$ cat src/include/alu_status_pkg.sv
// package: register map, field positions, reset values, carriers
// ---------------------------------------------------------------
// ---------------------------------------------------------------
package alu_status_pkg;

   // register indices (byte address = 4 * index)
   localparam logic [7:0] STATUS_IDX      = 8'h03;
   localparam logic [7:0] OPTION_IDX      = 8'h81;
   localparam logic [7:0] EXEC_IDX        = 8'h40;
   localparam logic [7:0] RESULT_IDX      = 8'h41;
   localparam logic [7:0] EVENT_IDX       = 8'h42;
   localparam logic [7:0] BANK_IDX        = 8'h43;

   // status and option field positions
   localparam int CARRY_BIT    = 0;
   localparam int NIBBLE_BIT   = 1;
   localparam int ZERO_BIT     = 2;
   localparam int PDOWN_BIT    = 3;
   localparam int EXPIRY_BIT   = 4;
   localparam int BANK_LOW_BIT = 5;
   localparam int BANK_HI_BIT  = 6;
   localparam int IND_BIT      = 7;
   localparam int PSA_BIT      = 3;

   // reset values
   localparam logic [7:0] STATUS_RESET = 8'h18;
   localparam logic [7:0] OPTION_RESET = 8'hff;

   // event register bits
   localparam int EV_WDT_CLEAR = 0;
   localparam int EV_SLEEP     = 1;
   localparam int EV_TIMEOUT   = 2;

   // bank size, bits of in-bank offset
   localparam int BANK_OFFSET_BITS = 7;

   // operation codes written to the execute register
   typedef enum logic [3:0] {
      OP_MOVE   = 4'h0,
      OP_CLEAR  = 4'h1,
      OP_BCLR   = 4'h2,
      OP_BSET   = 4'h3,
      OP_SWAP   = 4'h4,
      OP_ADD    = 4'h5,
      OP_SUB    = 4'h6,
      OP_AND    = 4'h7,
      OP_OR     = 4'h8,
      OP_XOR    = 4'h9
   } alu_op_t;

   typedef struct packed {
      alu_op_t    op;
      logic [2:0] bit_sel;
      logic [7:0] file_val;
      logic [7:0] w_val;
   } alu_cmd_t;

   typedef struct packed {
      logic [7:0] value;
      logic       zero;
      logic       nibble;
      logic       carry;
      logic       z_upd;
      logic       dc_upd;
      logic       c_upd;
   } alu_res_t;

endpackage

$ cat src/alu_op_unit.sv
// combinational alu computing result and flag updates
`timescale 1ns/1ps
module alu_op_unit (
   // command in
   input  wire alu_status_pkg::alu_cmd_t cmd_i,
   // result out
   output alu_status_pkg::alu_res_t      res_o
);
   logic [8:0] sum;
   logic [4:0] nib;
   logic [7:0] rhs;

   always_comb begin
      res_o = '0;
      rhs   = cmd_i.w_val;
      sum   = 9'h000;
      nib   = 5'h00;
      case (cmd_i.op)
         alu_status_pkg::OP_MOVE: begin
            res_o.value = cmd_i.w_val;
         end
         alu_status_pkg::OP_CLEAR: begin
            res_o.value = 8'h00;
            res_o.z_upd = 1'b1;
         end
         alu_status_pkg::OP_BCLR: begin
            res_o.value = cmd_i.file_val & ~(8'h01 << cmd_i.bit_sel);
         end
         alu_status_pkg::OP_BSET: begin
            res_o.value = cmd_i.file_val | (8'h01 << cmd_i.bit_sel);
         end
         alu_status_pkg::OP_SWAP: begin
            res_o.value = {cmd_i.file_val[3:0], cmd_i.file_val[7:4]};
         end
         alu_status_pkg::OP_ADD, alu_status_pkg::OP_SUB: begin
            // subtract adds two's complement: carries are inverse borrows
            if (cmd_i.op == alu_status_pkg::OP_SUB) begin
               rhs = ~cmd_i.w_val;
            end
            sum = {1'b0, cmd_i.file_val} + {1'b0, rhs}
                + {8'h00, cmd_i.op == alu_status_pkg::OP_SUB};
            nib = {1'b0, cmd_i.file_val[3:0]} + {1'b0, rhs[3:0]}
                + {4'h0, cmd_i.op == alu_status_pkg::OP_SUB};
            res_o.value  = sum[7:0];
            res_o.carry  = sum[8];
            res_o.nibble = nib[4];
            res_o.z_upd  = 1'b1;
            res_o.dc_upd = 1'b1;
            res_o.c_upd  = 1'b1;
         end
         alu_status_pkg::OP_AND: begin
            res_o.value = cmd_i.file_val & cmd_i.w_val;
            res_o.z_upd = 1'b1;
         end
         alu_status_pkg::OP_OR: begin
            res_o.value = cmd_i.file_val | cmd_i.w_val;
            res_o.z_upd = 1'b1;
         end
         alu_status_pkg::OP_XOR: begin
            res_o.value = cmd_i.file_val ^ cmd_i.w_val;
            res_o.z_upd = 1'b1;
         end
         default: begin
            res_o.value = cmd_i.file_val;
         end
      endcase
      res_o.zero = (res_o.value == 8'h00);
   end
endmodule

$ cat src/alu_status_bank.sv
// status register bank with alu execute port over axi4-lite
//
// The implementer's own choice: the AXI4-Lite register port.
`timescale 1ns/1ps
module alu_status_bank (
   // clock and reset
   input  wire logic        clk_i,
   input  wire logic        rst_n_i,
   // axi4-lite write address
   input  wire logic [9:0]  s_awaddr_i,
   input  wire logic        s_awvalid_i,
   output logic             s_awready_o,
   // axi4-lite write data
   input  wire logic [31:0] s_wdata_i,
   input  wire logic [3:0]  s_wstrb_i,
   input  wire logic        s_wvalid_i,
   output logic             s_wready_o,
   // axi4-lite write response
   output logic [1:0]       s_bresp_o,
   output logic             s_bvalid_o,
   input  wire logic        s_bready_i,
   // axi4-lite read address
   input  wire logic [9:0]  s_araddr_i,
   input  wire logic        s_arvalid_i,
   output logic             s_arready_o,
   // axi4-lite read data
   output logic [31:0]      s_rdata_o,
   output logic [1:0]       s_rresp_o,
   output logic             s_rvalid_o,
   input  wire logic        s_rready_i,
   // bank selection and prescaler assignment outputs
   output logic [1:0]       direct_bank_o,
   output logic             indirect_bank_o,
   output logic             prescale_to_wdt_o
);
   localparam logic [1:0] RESP_OK  = 2'b00;
   localparam logic [1:0] RESP_ERR = 2'b10;

   // ---------------------------------------------------------------
   // state
   // ---------------------------------------------------------------
   logic [7:0]  status, next_status;
   logic [7:0]  option, next_option;
   logic [7:0]  result, next_result;
   logic        aw_held, next_aw_held;
   logic        w_held, next_w_held;
   logic [7:0]  aw_idx, next_aw_idx;
   logic [31:0] wdata, next_wdata;
   logic [3:0]  wstrb, next_wstrb;
   logic        bvalid, next_bvalid;
   logic [1:0]  bresp, next_bresp;
   logic        rvalid, next_rvalid;
   logic [1:0]  rresp, next_rresp;
   logic [31:0] rdata, next_rdata;

   alu_status_pkg::alu_cmd_t cmd;
   alu_status_pkg::alu_res_t res;

   function automatic logic [7:0] word_idx(input logic [9:0] addr);
      return addr[9:2];
   endfunction

   alu_op_unit u_alu (
      .cmd_i (cmd),
      .res_o (res)
   );

   // ---------------------------------------------------------------
   // write channel and register update
   // ---------------------------------------------------------------
   logic do_write;
   logic dest_status;
   logic [7:0] sel_file;
   logic [7:0] wr_merged;

   always_comb begin
      next_aw_held = aw_held;
      next_w_held  = w_held;
      next_aw_idx  = aw_idx;
      next_wdata   = wdata;
      next_wstrb   = wstrb;
      next_bvalid  = bvalid;
      next_bresp   = bresp;
      next_status  = status;
      next_option  = option;
      next_result  = result;
      dest_status  = 1'b0;
      sel_file     = 8'h00;
      wr_merged    = 8'h00;
      cmd          = '0;
      if (s_awvalid_i && !aw_held) begin
         next_aw_held = 1'b1;
         next_aw_idx  = word_idx(s_awaddr_i);
      end
      if (s_wvalid_i && !w_held) begin
         next_w_held = 1'b1;
         next_wdata  = s_wdata_i;
         next_wstrb  = s_wstrb_i;
      end
      do_write = aw_held && w_held && !bvalid;
      // exec word: [7:0] w, [15:8] file value, [18:16] bit, [23:20] op,
      // [24] destination is status
      dest_status = wdata[24];
      sel_file    = dest_status ? status : wdata[15:8];
      cmd.op       = alu_status_pkg::alu_op_t'(wdata[23:20]);
      cmd.bit_sel  = wdata[18:16];
      cmd.file_val = sel_file;
      cmd.w_val    = wdata[7:0];
      if (do_write) begin
         next_aw_held = 1'b0;
         next_w_held  = 1'b0;
         next_bvalid  = 1'b1;
         next_bresp   = RESP_OK;
         if (aw_idx == alu_status_pkg::STATUS_IDX) begin
            // plain store: reset-cause bits are read-only
            if (wstrb[0]) begin
               wr_merged = wdata[7:0];
               wr_merged[alu_status_pkg::EXPIRY_BIT] =
                  status[alu_status_pkg::EXPIRY_BIT];
               wr_merged[alu_status_pkg::PDOWN_BIT] =
                  status[alu_status_pkg::PDOWN_BIT];
               next_status = wr_merged;
            end
         end else if (aw_idx == alu_status_pkg::OPTION_IDX) begin
            if (wstrb[0]) begin
               next_option = wdata[7:0];
            end
         end else if (aw_idx == alu_status_pkg::EXEC_IDX) begin
            if (wstrb[0] && wstrb[1] && wstrb[2] && wstrb[3]) begin
               next_result = res.value;
               if (dest_status) begin
                  wr_merged = res.value;
                  wr_merged[alu_status_pkg::EXPIRY_BIT] =
                     status[alu_status_pkg::EXPIRY_BIT];
                  wr_merged[alu_status_pkg::PDOWN_BIT] =
                     status[alu_status_pkg::PDOWN_BIT];
                  // any flag touched: data write to all three blocked
                  if (res.z_upd || res.dc_upd || res.c_upd) begin
                     wr_merged[2:0] = status[2:0];
                  end
                  // flags the op touches come from the result
                  if (res.z_upd) begin
                     wr_merged[alu_status_pkg::ZERO_BIT] = res.zero;
                  end
                  if (res.dc_upd) begin
                     wr_merged[alu_status_pkg::NIBBLE_BIT] = res.nibble;
                  end
                  if (res.c_upd) begin
                     wr_merged[alu_status_pkg::CARRY_BIT] = res.carry;
                  end
                  next_status = wr_merged;
               end else begin
                  if (res.z_upd) begin
                     next_status[alu_status_pkg::ZERO_BIT] = res.zero;
                  end
                  if (res.dc_upd) begin
                     next_status[alu_status_pkg::NIBBLE_BIT] = res.nibble;
                  end
                  if (res.c_upd) begin
                     next_status[alu_status_pkg::CARRY_BIT] = res.carry;
                  end
               end
            end
         end else if (aw_idx == alu_status_pkg::EVENT_IDX) begin
            if (wstrb[0]) begin
               if (wdata[alu_status_pkg::EV_TIMEOUT]) begin
                  next_status[alu_status_pkg::EXPIRY_BIT] = 1'b0;
               end else if (wdata[alu_status_pkg::EV_SLEEP]) begin
                  next_status[alu_status_pkg::EXPIRY_BIT] = 1'b1;
                  next_status[alu_status_pkg::PDOWN_BIT]  = 1'b0;
               end else if (wdata[alu_status_pkg::EV_WDT_CLEAR]) begin
                  next_status[alu_status_pkg::EXPIRY_BIT] = 1'b1;
                  next_status[alu_status_pkg::PDOWN_BIT]  = 1'b1;
               end
            end
         end else begin
            next_bresp = RESP_ERR;
         end
      end
      if (bvalid && s_bready_i) begin
         next_bvalid = 1'b0;
      end
   end

   // ---------------------------------------------------------------
   // read channel
   // ---------------------------------------------------------------
   always_comb begin
      next_rvalid = rvalid;
      next_rresp  = rresp;
      next_rdata  = rdata;
      if (rvalid && s_rready_i) begin
         next_rvalid = 1'b0;
      end
      if (s_arvalid_i && !rvalid) begin
         next_rvalid = 1'b1;
         next_rresp  = RESP_OK;
         next_rdata  = 32'h0000_0000;
         if (word_idx(s_araddr_i) == alu_status_pkg::STATUS_IDX) begin
            next_rdata[7:0] = status;
         end else if (word_idx(s_araddr_i) == alu_status_pkg::OPTION_IDX)
         begin
            next_rdata[7:0] = option;
         end else if (word_idx(s_araddr_i) == alu_status_pkg::RESULT_IDX)
         begin
            next_rdata[7:0] = result;
         end else if (word_idx(s_araddr_i) == alu_status_pkg::BANK_IDX)
         begin
            next_rdata[2:0] = {status[alu_status_pkg::IND_BIT],
                               status[alu_status_pkg::BANK_HI_BIT],
                               status[alu_status_pkg::BANK_LOW_BIT]};
         end else if (word_idx(s_araddr_i) != alu_status_pkg::EXEC_IDX &&
                      word_idx(s_araddr_i) != alu_status_pkg::EVENT_IDX)
         begin
            next_rresp = RESP_ERR;
         end
      end
   end

   // ---------------------------------------------------------------
   // registers
   // ---------------------------------------------------------------
   always_ff @(posedge clk_i) begin
      if (!rst_n_i) begin
         status  <= alu_status_pkg::STATUS_RESET;
         option  <= alu_status_pkg::OPTION_RESET;
         result  <= 8'h00;
         aw_held <= 1'b0;
         w_held  <= 1'b0;
         aw_idx  <= 8'h00;
         wdata   <= 32'h0000_0000;
         wstrb   <= 4'h0;
         bvalid  <= 1'b0;
         bresp   <= 2'b00;
         rvalid  <= 1'b0;
         rresp   <= 2'b00;
         rdata   <= 32'h0000_0000;
      end else begin
         status  <= next_status;
         option  <= next_option;
         result  <= next_result;
         aw_held <= next_aw_held;
         w_held  <= next_w_held;
         aw_idx  <= next_aw_idx;
         wdata   <= next_wdata;
         wstrb   <= next_wstrb;
         bvalid  <= next_bvalid;
         bresp   <= next_bresp;
         rvalid  <= next_rvalid;
         rresp   <= next_rresp;
         rdata   <= next_rdata;
      end
   end

   // ---------------------------------------------------------------
   // outputs
   // ---------------------------------------------------------------
   logic [1:0] bank_q;
   logic       ind_q;
   logic       psa_q;
   logic       awr_q;
   logic       wr_q;
   logic       arr_q;

   always_ff @(posedge clk_i) begin
      if (!rst_n_i) begin
         bank_q <= 2'b00;
         ind_q  <= 1'b0;
         psa_q  <= 1'b1;
         awr_q  <= 1'b0;
         wr_q   <= 1'b0;
         arr_q  <= 1'b0;
      end else begin
         bank_q <= {next_status[alu_status_pkg::BANK_HI_BIT],
                    next_status[alu_status_pkg::BANK_LOW_BIT]};
         ind_q  <= next_status[alu_status_pkg::IND_BIT];
         psa_q  <= next_option[alu_status_pkg::PSA_BIT];
         awr_q  <= !next_aw_held;
         wr_q   <= !next_w_held;
         arr_q  <= !next_rvalid;
      end
   end

   assign direct_bank_o     = bank_q;
   assign indirect_bank_o   = ind_q;
   assign prescale_to_wdt_o = psa_q;
   assign s_awready_o       = awr_q;
   assign s_wready_o        = wr_q;
   assign s_arready_o       = arr_q;
   assign s_bvalid_o        = bvalid;
   assign s_bresp_o         = bresp;
   assign s_rvalid_o        = rvalid;
   assign s_rresp_o         = rresp;
   assign s_rdata_o         = rdata;

   // ---------------------------------------------------------------
   // checks
   // ---------------------------------------------------------------
   a_bank_follows: assert property (@(posedge clk_i) disable iff (!rst_n_i)
      direct_bank_o == status[6:5])
      else $error("direct bank output does not follow status");
   a_ind_follows: assert property (@(posedge clk_i) disable iff (!rst_n_i)
      indirect_bank_o == status[7])
      else $error("indirect bank output does not follow status");
   a_cause_kept: assert property (@(posedge clk_i) disable iff (!rst_n_i)
      (do_write && aw_idx != alu_status_pkg::EVENT_IDX)
      |=> status[4:3] == $past(status[4:3]))
      else $error("reset cause bits written by software");
   a_timeout_clr: assert property (@(posedge clk_i) disable iff (!rst_n_i)
      (do_write && aw_idx == alu_status_pkg::EVENT_IDX && wstrb[0]
       && wdata[2]) |=> !status[4])
      else $error("expiry flag not cleared on time-out");
   a_sleep_set: assert property (@(posedge clk_i) disable iff (!rst_n_i)
      (do_write && aw_idx == alu_status_pkg::EVENT_IDX && wstrb[0]
       && !wdata[2] && wdata[1]) |=> status[4:3] == 2'b10)
      else $error("sleep did not set expiry and clear power-down");
   a_wdt_clear: assert property (@(posedge clk_i) disable iff (!rst_n_i)
      (do_write && aw_idx == alu_status_pkg::EVENT_IDX && wstrb[0]
       && wdata[2:0] == 3'b001) |=> status[4:3] == 2'b11)
      else $error("watchdog clear did not set both cause bits");
   a_clear_status: assert property (@(posedge clk_i) disable iff (!rst_n_i)
      (do_write && aw_idx == alu_status_pkg::EXEC_IDX && &wstrb
       && wdata[24] && wdata[23:20] == 4'h1)
      |=> status[7:5] == 3'b000 && status[2]
          && status[4:3] == $past(status[4:3])
          && status[1:0] == $past(status[1:0]))
      else $error("clear of status gave wrong pattern");
   a_zero_flag: assert property (@(posedge clk_i) disable iff (!rst_n_i)
      (do_write && aw_idx == alu_status_pkg::EXEC_IDX && &wstrb
       && res.z_upd) |=> status[2] == (result == 8'h00))
      else $error("zero flag disagrees with result");
   a_sub_borrow: assert property (@(posedge clk_i) disable iff (!rst_n_i)
      (do_write && aw_idx == alu_status_pkg::EXEC_IDX && &wstrb
       && wdata[23:20] == 4'h6)
      |=> status[0] == ($past(sel_file) >= $past(wdata[7:0])))
      else $error("subtract carry is not inverse borrow");
   a_resp_after: assert property (@(posedge clk_i) disable iff (!rst_n_i)
      do_write |=> s_bvalid_o)
      else $error("write response missing");
endmodule

$ cat config.mk
export PLATFORM = sky130hd
export DESIGN_NAME = alu_status_bank
export DESIGN_NICKNAME = d
export VERILOG_FILES = /design/src/include/alu_status_pkg.sv /design/src/alu_op_unit.sv /design/src/alu_status_bank.sv
export SDC_FILE = /design/constraint.sdc
export NUM_CORES = 1
export LEC_CHECK = 0
export BUFFER_PORTS_ARGS = -buffer_cell sky130_fd_sc_hd__buf_2
export CAP_MARGIN = 10
export CORE_MARGIN = 2
export CORE_UTILIZATION = 40
export CTS_BUF_LIST = sky130_fd_sc_hd__clkbuf_8
export CTS_CLUSTER_DIAMETER = 30
export DETAILED_ROUTE_END_ITERATION = 8
export PLACE_DENSITY = 0.63
export SLEW_MARGIN = 30
export SYNTH_ARGS = -nofsm -noshare
export SYNTH_HDL_FRONTEND = slang
export SYNTH_SLANG_ARGS = --single-unit
$ cat constraint.sdc
create_clock -name clk_i -period 4.2 [get_ports clk_i]
set_clock_uncertainty 0.1 [all_clocks]
set_input_delay 0 -clock clk_i [delete_from_list [all_inputs] [get_ports clk_i]]
set_output_delay 0 -clock clk_i [all_outputs]
set_load 0.01 [all_outputs]
# Word-level counts from Yosys, hierarchy flattened
# Cells that the tools add are included.
# word_totals
ff_bits	83
inputBits	63
out_inout_bits	45
# op_classes
n_addsub	4
n_eq_ne	24
shifts	1
muxes	50
bitwise	12
reduce_logical	39
# ops
cell	count
$mux W8	10
$pmux W8 S9	1
$eq A8 B7 Y1 const B	4
$mux W2	16
$reduce_and A7 Y1	4
$mux W3	6
$and A8 B8 Y8	2
$eq A4 B3 Y1 const B	4
$eq A8 B2 Y1 const B	2
$eq A8 B8 Y1 const B	2
$ne A8 B7 Y1 const B	2
$not A8 Y8	2
$or A8 B8 Y8	2
$mux W1	15
$reduce_bool A3 Y1	4
$logic_and A1 B1 Y1	11
$mux W5	2
$add A8 B8 Y9	1
$add A9 B1 Y9	1
$ne A3 B3 Y1 const B	3
$eq A4 B2 Y1 const B	2
$eq A4 B4 Y1 const B	2
$logic_not A8 Y1	1
$reduce_and A8 Y1	1
other kinds (15)	30

# Logic depth before layout (Yosys ltp)
# depth
word_depth	14
depth_mapped	13

# By module
# Synthesis repeated with hierarchy kept, for this count alone.
# unflattened
hier_cells	607
hier_area_um2	5022.3
# by_module_without_submodules
module	instances	cells_per_inst	area_per_inst_um2	seq_area_each_um2
alu_status_bank	1	408	3666.0	1541.5
alu_op_unit	1	199	1356.3	0.0

# Worst setup path before layout
# OpenSTA, ideal clock, no wires.
# synth_timing
kind	reg-to-reg
startpoint	reg wdata[24]
endpoint	reg status[6]
setup_time_ns	0.059
t_arrival_ns	3.027
t_required_ns	4.041
path_slack_ns	1.015
stages_incl_launch_ff	14
synth_period_minus_slack_ns	3.185
path_cell_list	dfxtp_1 buf_2 buf_2 mux2_2 nand2_1 o21ai_0 fa_1 a211oi_1 o21bai_1 a21o_1 o2111ai_1 o221ai_1 o221ai_1 o211a_1
# synth_via
elab_chain_len	10
word_cells_on_any_way	15
# synth_rtl
item	line_no	rtl
from (decl)	alu_status_bank.sv:48	logic [31:0] wdata, next_wdata;
from (signal assigned)	alu_status_bank.sv:245	wdata <= next_wdata;
$mux W8	alu_status_bank.sv:104	sel_file = dest_status ? status : wdata[15:8];
$add A8 B8 Y9	alu_op_unit.sv:40	sum = {1'b0, cmd_i.file_val} + {1'b0, rhs}
$add A9 B1 Y9	alu_op_unit.sv:41	+ {8'h00, cmd_i.op == alu_status_pkg::OP_SUB};
$pmux W8 S9	alu_op_unit.sv:18	case (cmd_i.op)
$mux W5 (*)	alu_status_bank.sv:131	if (dest_status) begin
$mux W8 (*)	alu_status_bank.sv:129	if (wstrb[0] && wstrb[1] && wstrb[2] && wstrb[3]) begin
$mux W3 (*)	alu_status_bank.sv:128	end else if (aw_idx == alu_status_pkg::EXEC_IDX) begin
$mux W8 (*)	alu_status_bank.sv:124	end else if (aw_idx == alu_status_pkg::OPTION_IDX) begin
$mux W8 (*)	alu_status_bank.sv:114	if (aw_idx == alu_status_pkg::STATUS_IDX) begin
$mux W8 (*)	alu_status_bank.sv:109	if (do_write) begin
to (signal assigned)	alu_status_bank.sv:225	status <= alu_status_pkg::STATUS_RESET;
to (signal assigned)	alu_status_bank.sv:239	status <= next_status;
to (decl)	alu_status_bank.sv:42	logic [7:0] status, next_status;
# Mark *: on every way between the ends. The rest lies on a longest branch, timed or not. The select of a mux whose other input is x is not followed.
# A chain may end at the register's enable or synchronous reset.

# Worst setup path after layout
# Ends and elaborated chain as after synthesis.

==> key figures <==
GRT
  • Largest net degree at the start of global routing: 45
  • Overall Global Routing Usage: 0.2185
  • Vias in the first global route: 4393
  • Antenna violations before repair: 0
  • Gr ovfl total: 0
  • First-pass GRT wire length: 22630 microns

Clock tree
  • H-tree levels: 3
  • Clock Tree Buf Depth: 2
  • Post-cts gate resize count: 0
  • CTS buffer count: 9
  • CTS tree: yes
  • Clock transition at the registers of the reported paths: 0.07 ns
  • CTS root buf: clkbuf_8
  • Worst-Skew Late Latency: 0.36 ns
  • Clock sink total: 77

Synthesis
  • Fraction of registers with async set/reset: 0
  • YS warnings: 0
  • Area contributors post-synth: dfxtp_1 31%, nand2_1 7.5%, mux2i_1 5.2%
  • Mapped Area: 4984 sq um
  • Syn_area_per_cell: 8.038 sq um
  • Synth unique cells: 72
  • Syn Inst Count: 620
  • Share of Yosys cell area claimed by the top area cell type: 0.3093
  • Commonest cells post-synth: 99 x nand2_1, 77 x dfxtp_1, 33 x nor2_1
  • Synth Flop Type: dfxtp_1
  • Post-synth EDFFs: 0
  • Most frequent cell after synthesis: nand2_1
  • Seq cells post-synth: 77
  • Register area share after synthesis: 0.3093
  • Cell taking the most area after synthesis: dfxtp_1

Detailed routing
  • Wire length per cell: 16.46 microns
  • Length of the first detailed-routing pass in iterations: 6
  • Via Count: 4746
  • Wirelength, routed: 14310 microns
  • Detail Route Antenna Nets: 0
  • Vias/cell: 5.461
  • DRC violations left: 0
  • DRT iter0 DRCs: 303

STA
  • Slew Limit Fails: 0
  • RSZ-0062 raised after global routing: no
  • Period utilization: 0.8459
  • Max frequency: 281.5 MHz
  • Setup WS post-layout: 0.6471 ns
  • Relative slew margins: 0.4049
  • Minimum clock period: 3.553 ns
  • Hold WS: 0.01731 ns
  • Finish-stage setup viols: 0
  • TNS Setup: 0 ns
  • Measured slew at the worst slew-check pin: 0.8908 ns
  • Hold Vio Cnt, Final: 0

Power
  • Leakage power: 2.491 nW
  • Switching share of power: 0.3044
  • Internal Power: 1.135 mW
  • Clk pwr share: 0.290
  • Peak VDD IR: 0.2104 mV
  • Flop pwr share: 0.491
  • Logic pwr share: 0.218
  • Power Density: 278.0 nW/um^2
  • Switching pwr: 0.4968 mW

Final layout
  • Area Growth Syn to Fin: 17.78%
  • Final Cell Area: 5869 sq um
  • Fin nets: 769
  • Layout cells sized above 1: 0.1569
  • Diode count: 0
  • FILL cells: 1211

Die
  • Core area: 12110 sq um
  • Die Y: 115.6 microns
  • Starting density of the core: 0.4115
  • IO Pins: 108
  • Die area: 13370 sq um
  • # rows: 40
  • Die Wd: 115.6 microns

Setup path
  • Crit Path Max Fanout: 9
  • Arrival @ worst endpoint: 3.76 ns
  • Flop2flop setup slack: 0.65 ns
  • Kind of end point of the critical path: register
  • CP startpoint kind: register
  • Slowest cell on crit path: dfxtp_1
  • RR Startpoint: wdata[24]
  • Crit path kind: reg -> reg
  • FF-to-FF End: status[6]
  • Worst path bufs/invs: 0
  • Worst endpoint required time: 4.40 ns
  • CP top delay family: compound AO/OA/AOI/OAI gates
  • Most used cell along the critical path: o221ai_1
  • Register-to-Register Path Depth: 11
  • Crit path largest cell delay: 0.57 ns
  • Critical Path, Cell by Cell: mux2_2 -> nand2_1 -> o21ai_0 -> fa_1 -> a211oi_1 -> o21bai_1 -> a21o_1 -> o2111ai_1 -> o221ai_1 -> o221ai_1 -> o211a_1

Place
  • Final GP Congestion: 0.9061
  • Dpl ws: 0.7187 ns
  • Hpwl dp: 10360 microns
  • Dpl cell area: 5289 sq um
  • Number of port buffers: 69

Run
  • Max-capacitance violation count: 0

Min path
  • Min-delay src: rst_n_i
  • Hold Crit Depth: 2
  • Hold endpoint: status[4]
  • Hold WC Path Type: in -> reg

Status
  • Outcome: complete, no violations
routing by layer:
metal / track usage / up-vias / wire (microns) / part of all wire
met5: 0 / - / 0 / 0
met4: 0.06032 / 0 / 179 / 0.013
met3: 0.04550 / 13 / 857 / 0.060
met2: 0.3653 / 167 / 6713 / 0.47
met1: 0.2868 / 2231 / 6558 / 0.46
li1: - / 2335 / - / -
worst max-delay path by stage:
| stage | from | end | depth (start not counted) |
|---|---|---|---|
| floorplan | wdata[24] | status[6] | 13 |
| global placement | wdata[24] | status[0] | 11 |
| detailed placement | wdata[24] | status[6] | 11 |
| CTS | wdata[24] | status[6] | 11 |
| global route | wdata[24] | status[6] | 11 |
| finish | wdata[24] | status[6] | 11 |
power by group through the flow:
stage	registers, mW	logic [mW]	clock network [mW]
3_3_place_gp	0.816	0.315	0
2_1_floorplan	0.798	0.259	0
5_1_grt	0.806	0.394	0.516
3_5_place_dp	0.818	0.320	0
4_1_cts	0.801	0.351	0.492
6_report	0.802	0.356	0.474
state kept, by name (all words and copies together) (netlist names), 4 cells and up:
register / cells
wstrb: 4
option: 8
s_rdata_o: 8
status: 8
wdata: 24
aw_idx: 8
result: 8
cell families (layout without fill, tap and decap cells):
group,count (synthesis),count (layout),share of synthesized area
flip-flops,77,77,0.3093
multiplexers,34,34,0.07080
XOR/XNOR,11,11,0.01933
buffers and inverters,87,143,0.09063
other,1,26,0.0007525
AO/OA/AOI/OAI,158,158,0.2350
AND/OR/NAND/NOR,244,244,0.2526
adder cells (fa/ha/maj),8,8,0.02159
what timing repair did:
| action | in CTS | in global routing |
|---|---|---|
| endpoints found under the hold margin | 44 | 0 |
| hold buffers | 41 | 0 |
| buffers inserted | 0 | 0 |
cell usage in the layout, fill, tap and decap left out, drive strengths merged, types with 10 or more instances in the layout:
cell type and count:
inv 15, nor3 12, mux2i 27, o211a 12
buf 76, dfxtp 77, nor2b 26, a21boi 29
conb 26, nand2 99, a21oi 11, xnor2 10
dlygate4sd3 41, o21ai 20, nor2 33, clkbuf 10
per-stage QoR:
step	util	instances	power (mW)
after detailed placement	0.4367	814	1.139
after global routing	0.4846	869	1.715
after floorplan	-	645	1.058
after CTS	0.4836	869	1.644
after global placement	0.4361	814	1.130
final	0.4846	869	1.632
worst reg2reg max path, stage by stage, from the launching register on:
cell and delay (ns):
dfxtp_1 0.57, mux2_2 0.42, nand2_1 0.08, o21ai_0 0.14, fa_1 0.51, a211oi_1 0.47, o21bai_1 0.18, a21o_1 0.22
o2111ai_1 0.19, o221ai_1 0.24, o221ai_1 0.24, o211a_1 0.17
cell type report:
cell class	count	area (sq um)	area share
multi-input cells	481	3107	0.5293
well taps	168	210.2	0.03581
repair buffers	117	808.3	0.1377
flip-flops and latches	77	1541	0.2626
clock buffers	10	137.6	0.02345
clock inverters	4	20.02	0.003411
inverters	12	45.04	0.007674
Note: power is estimated with default switching activity, not from simulation.
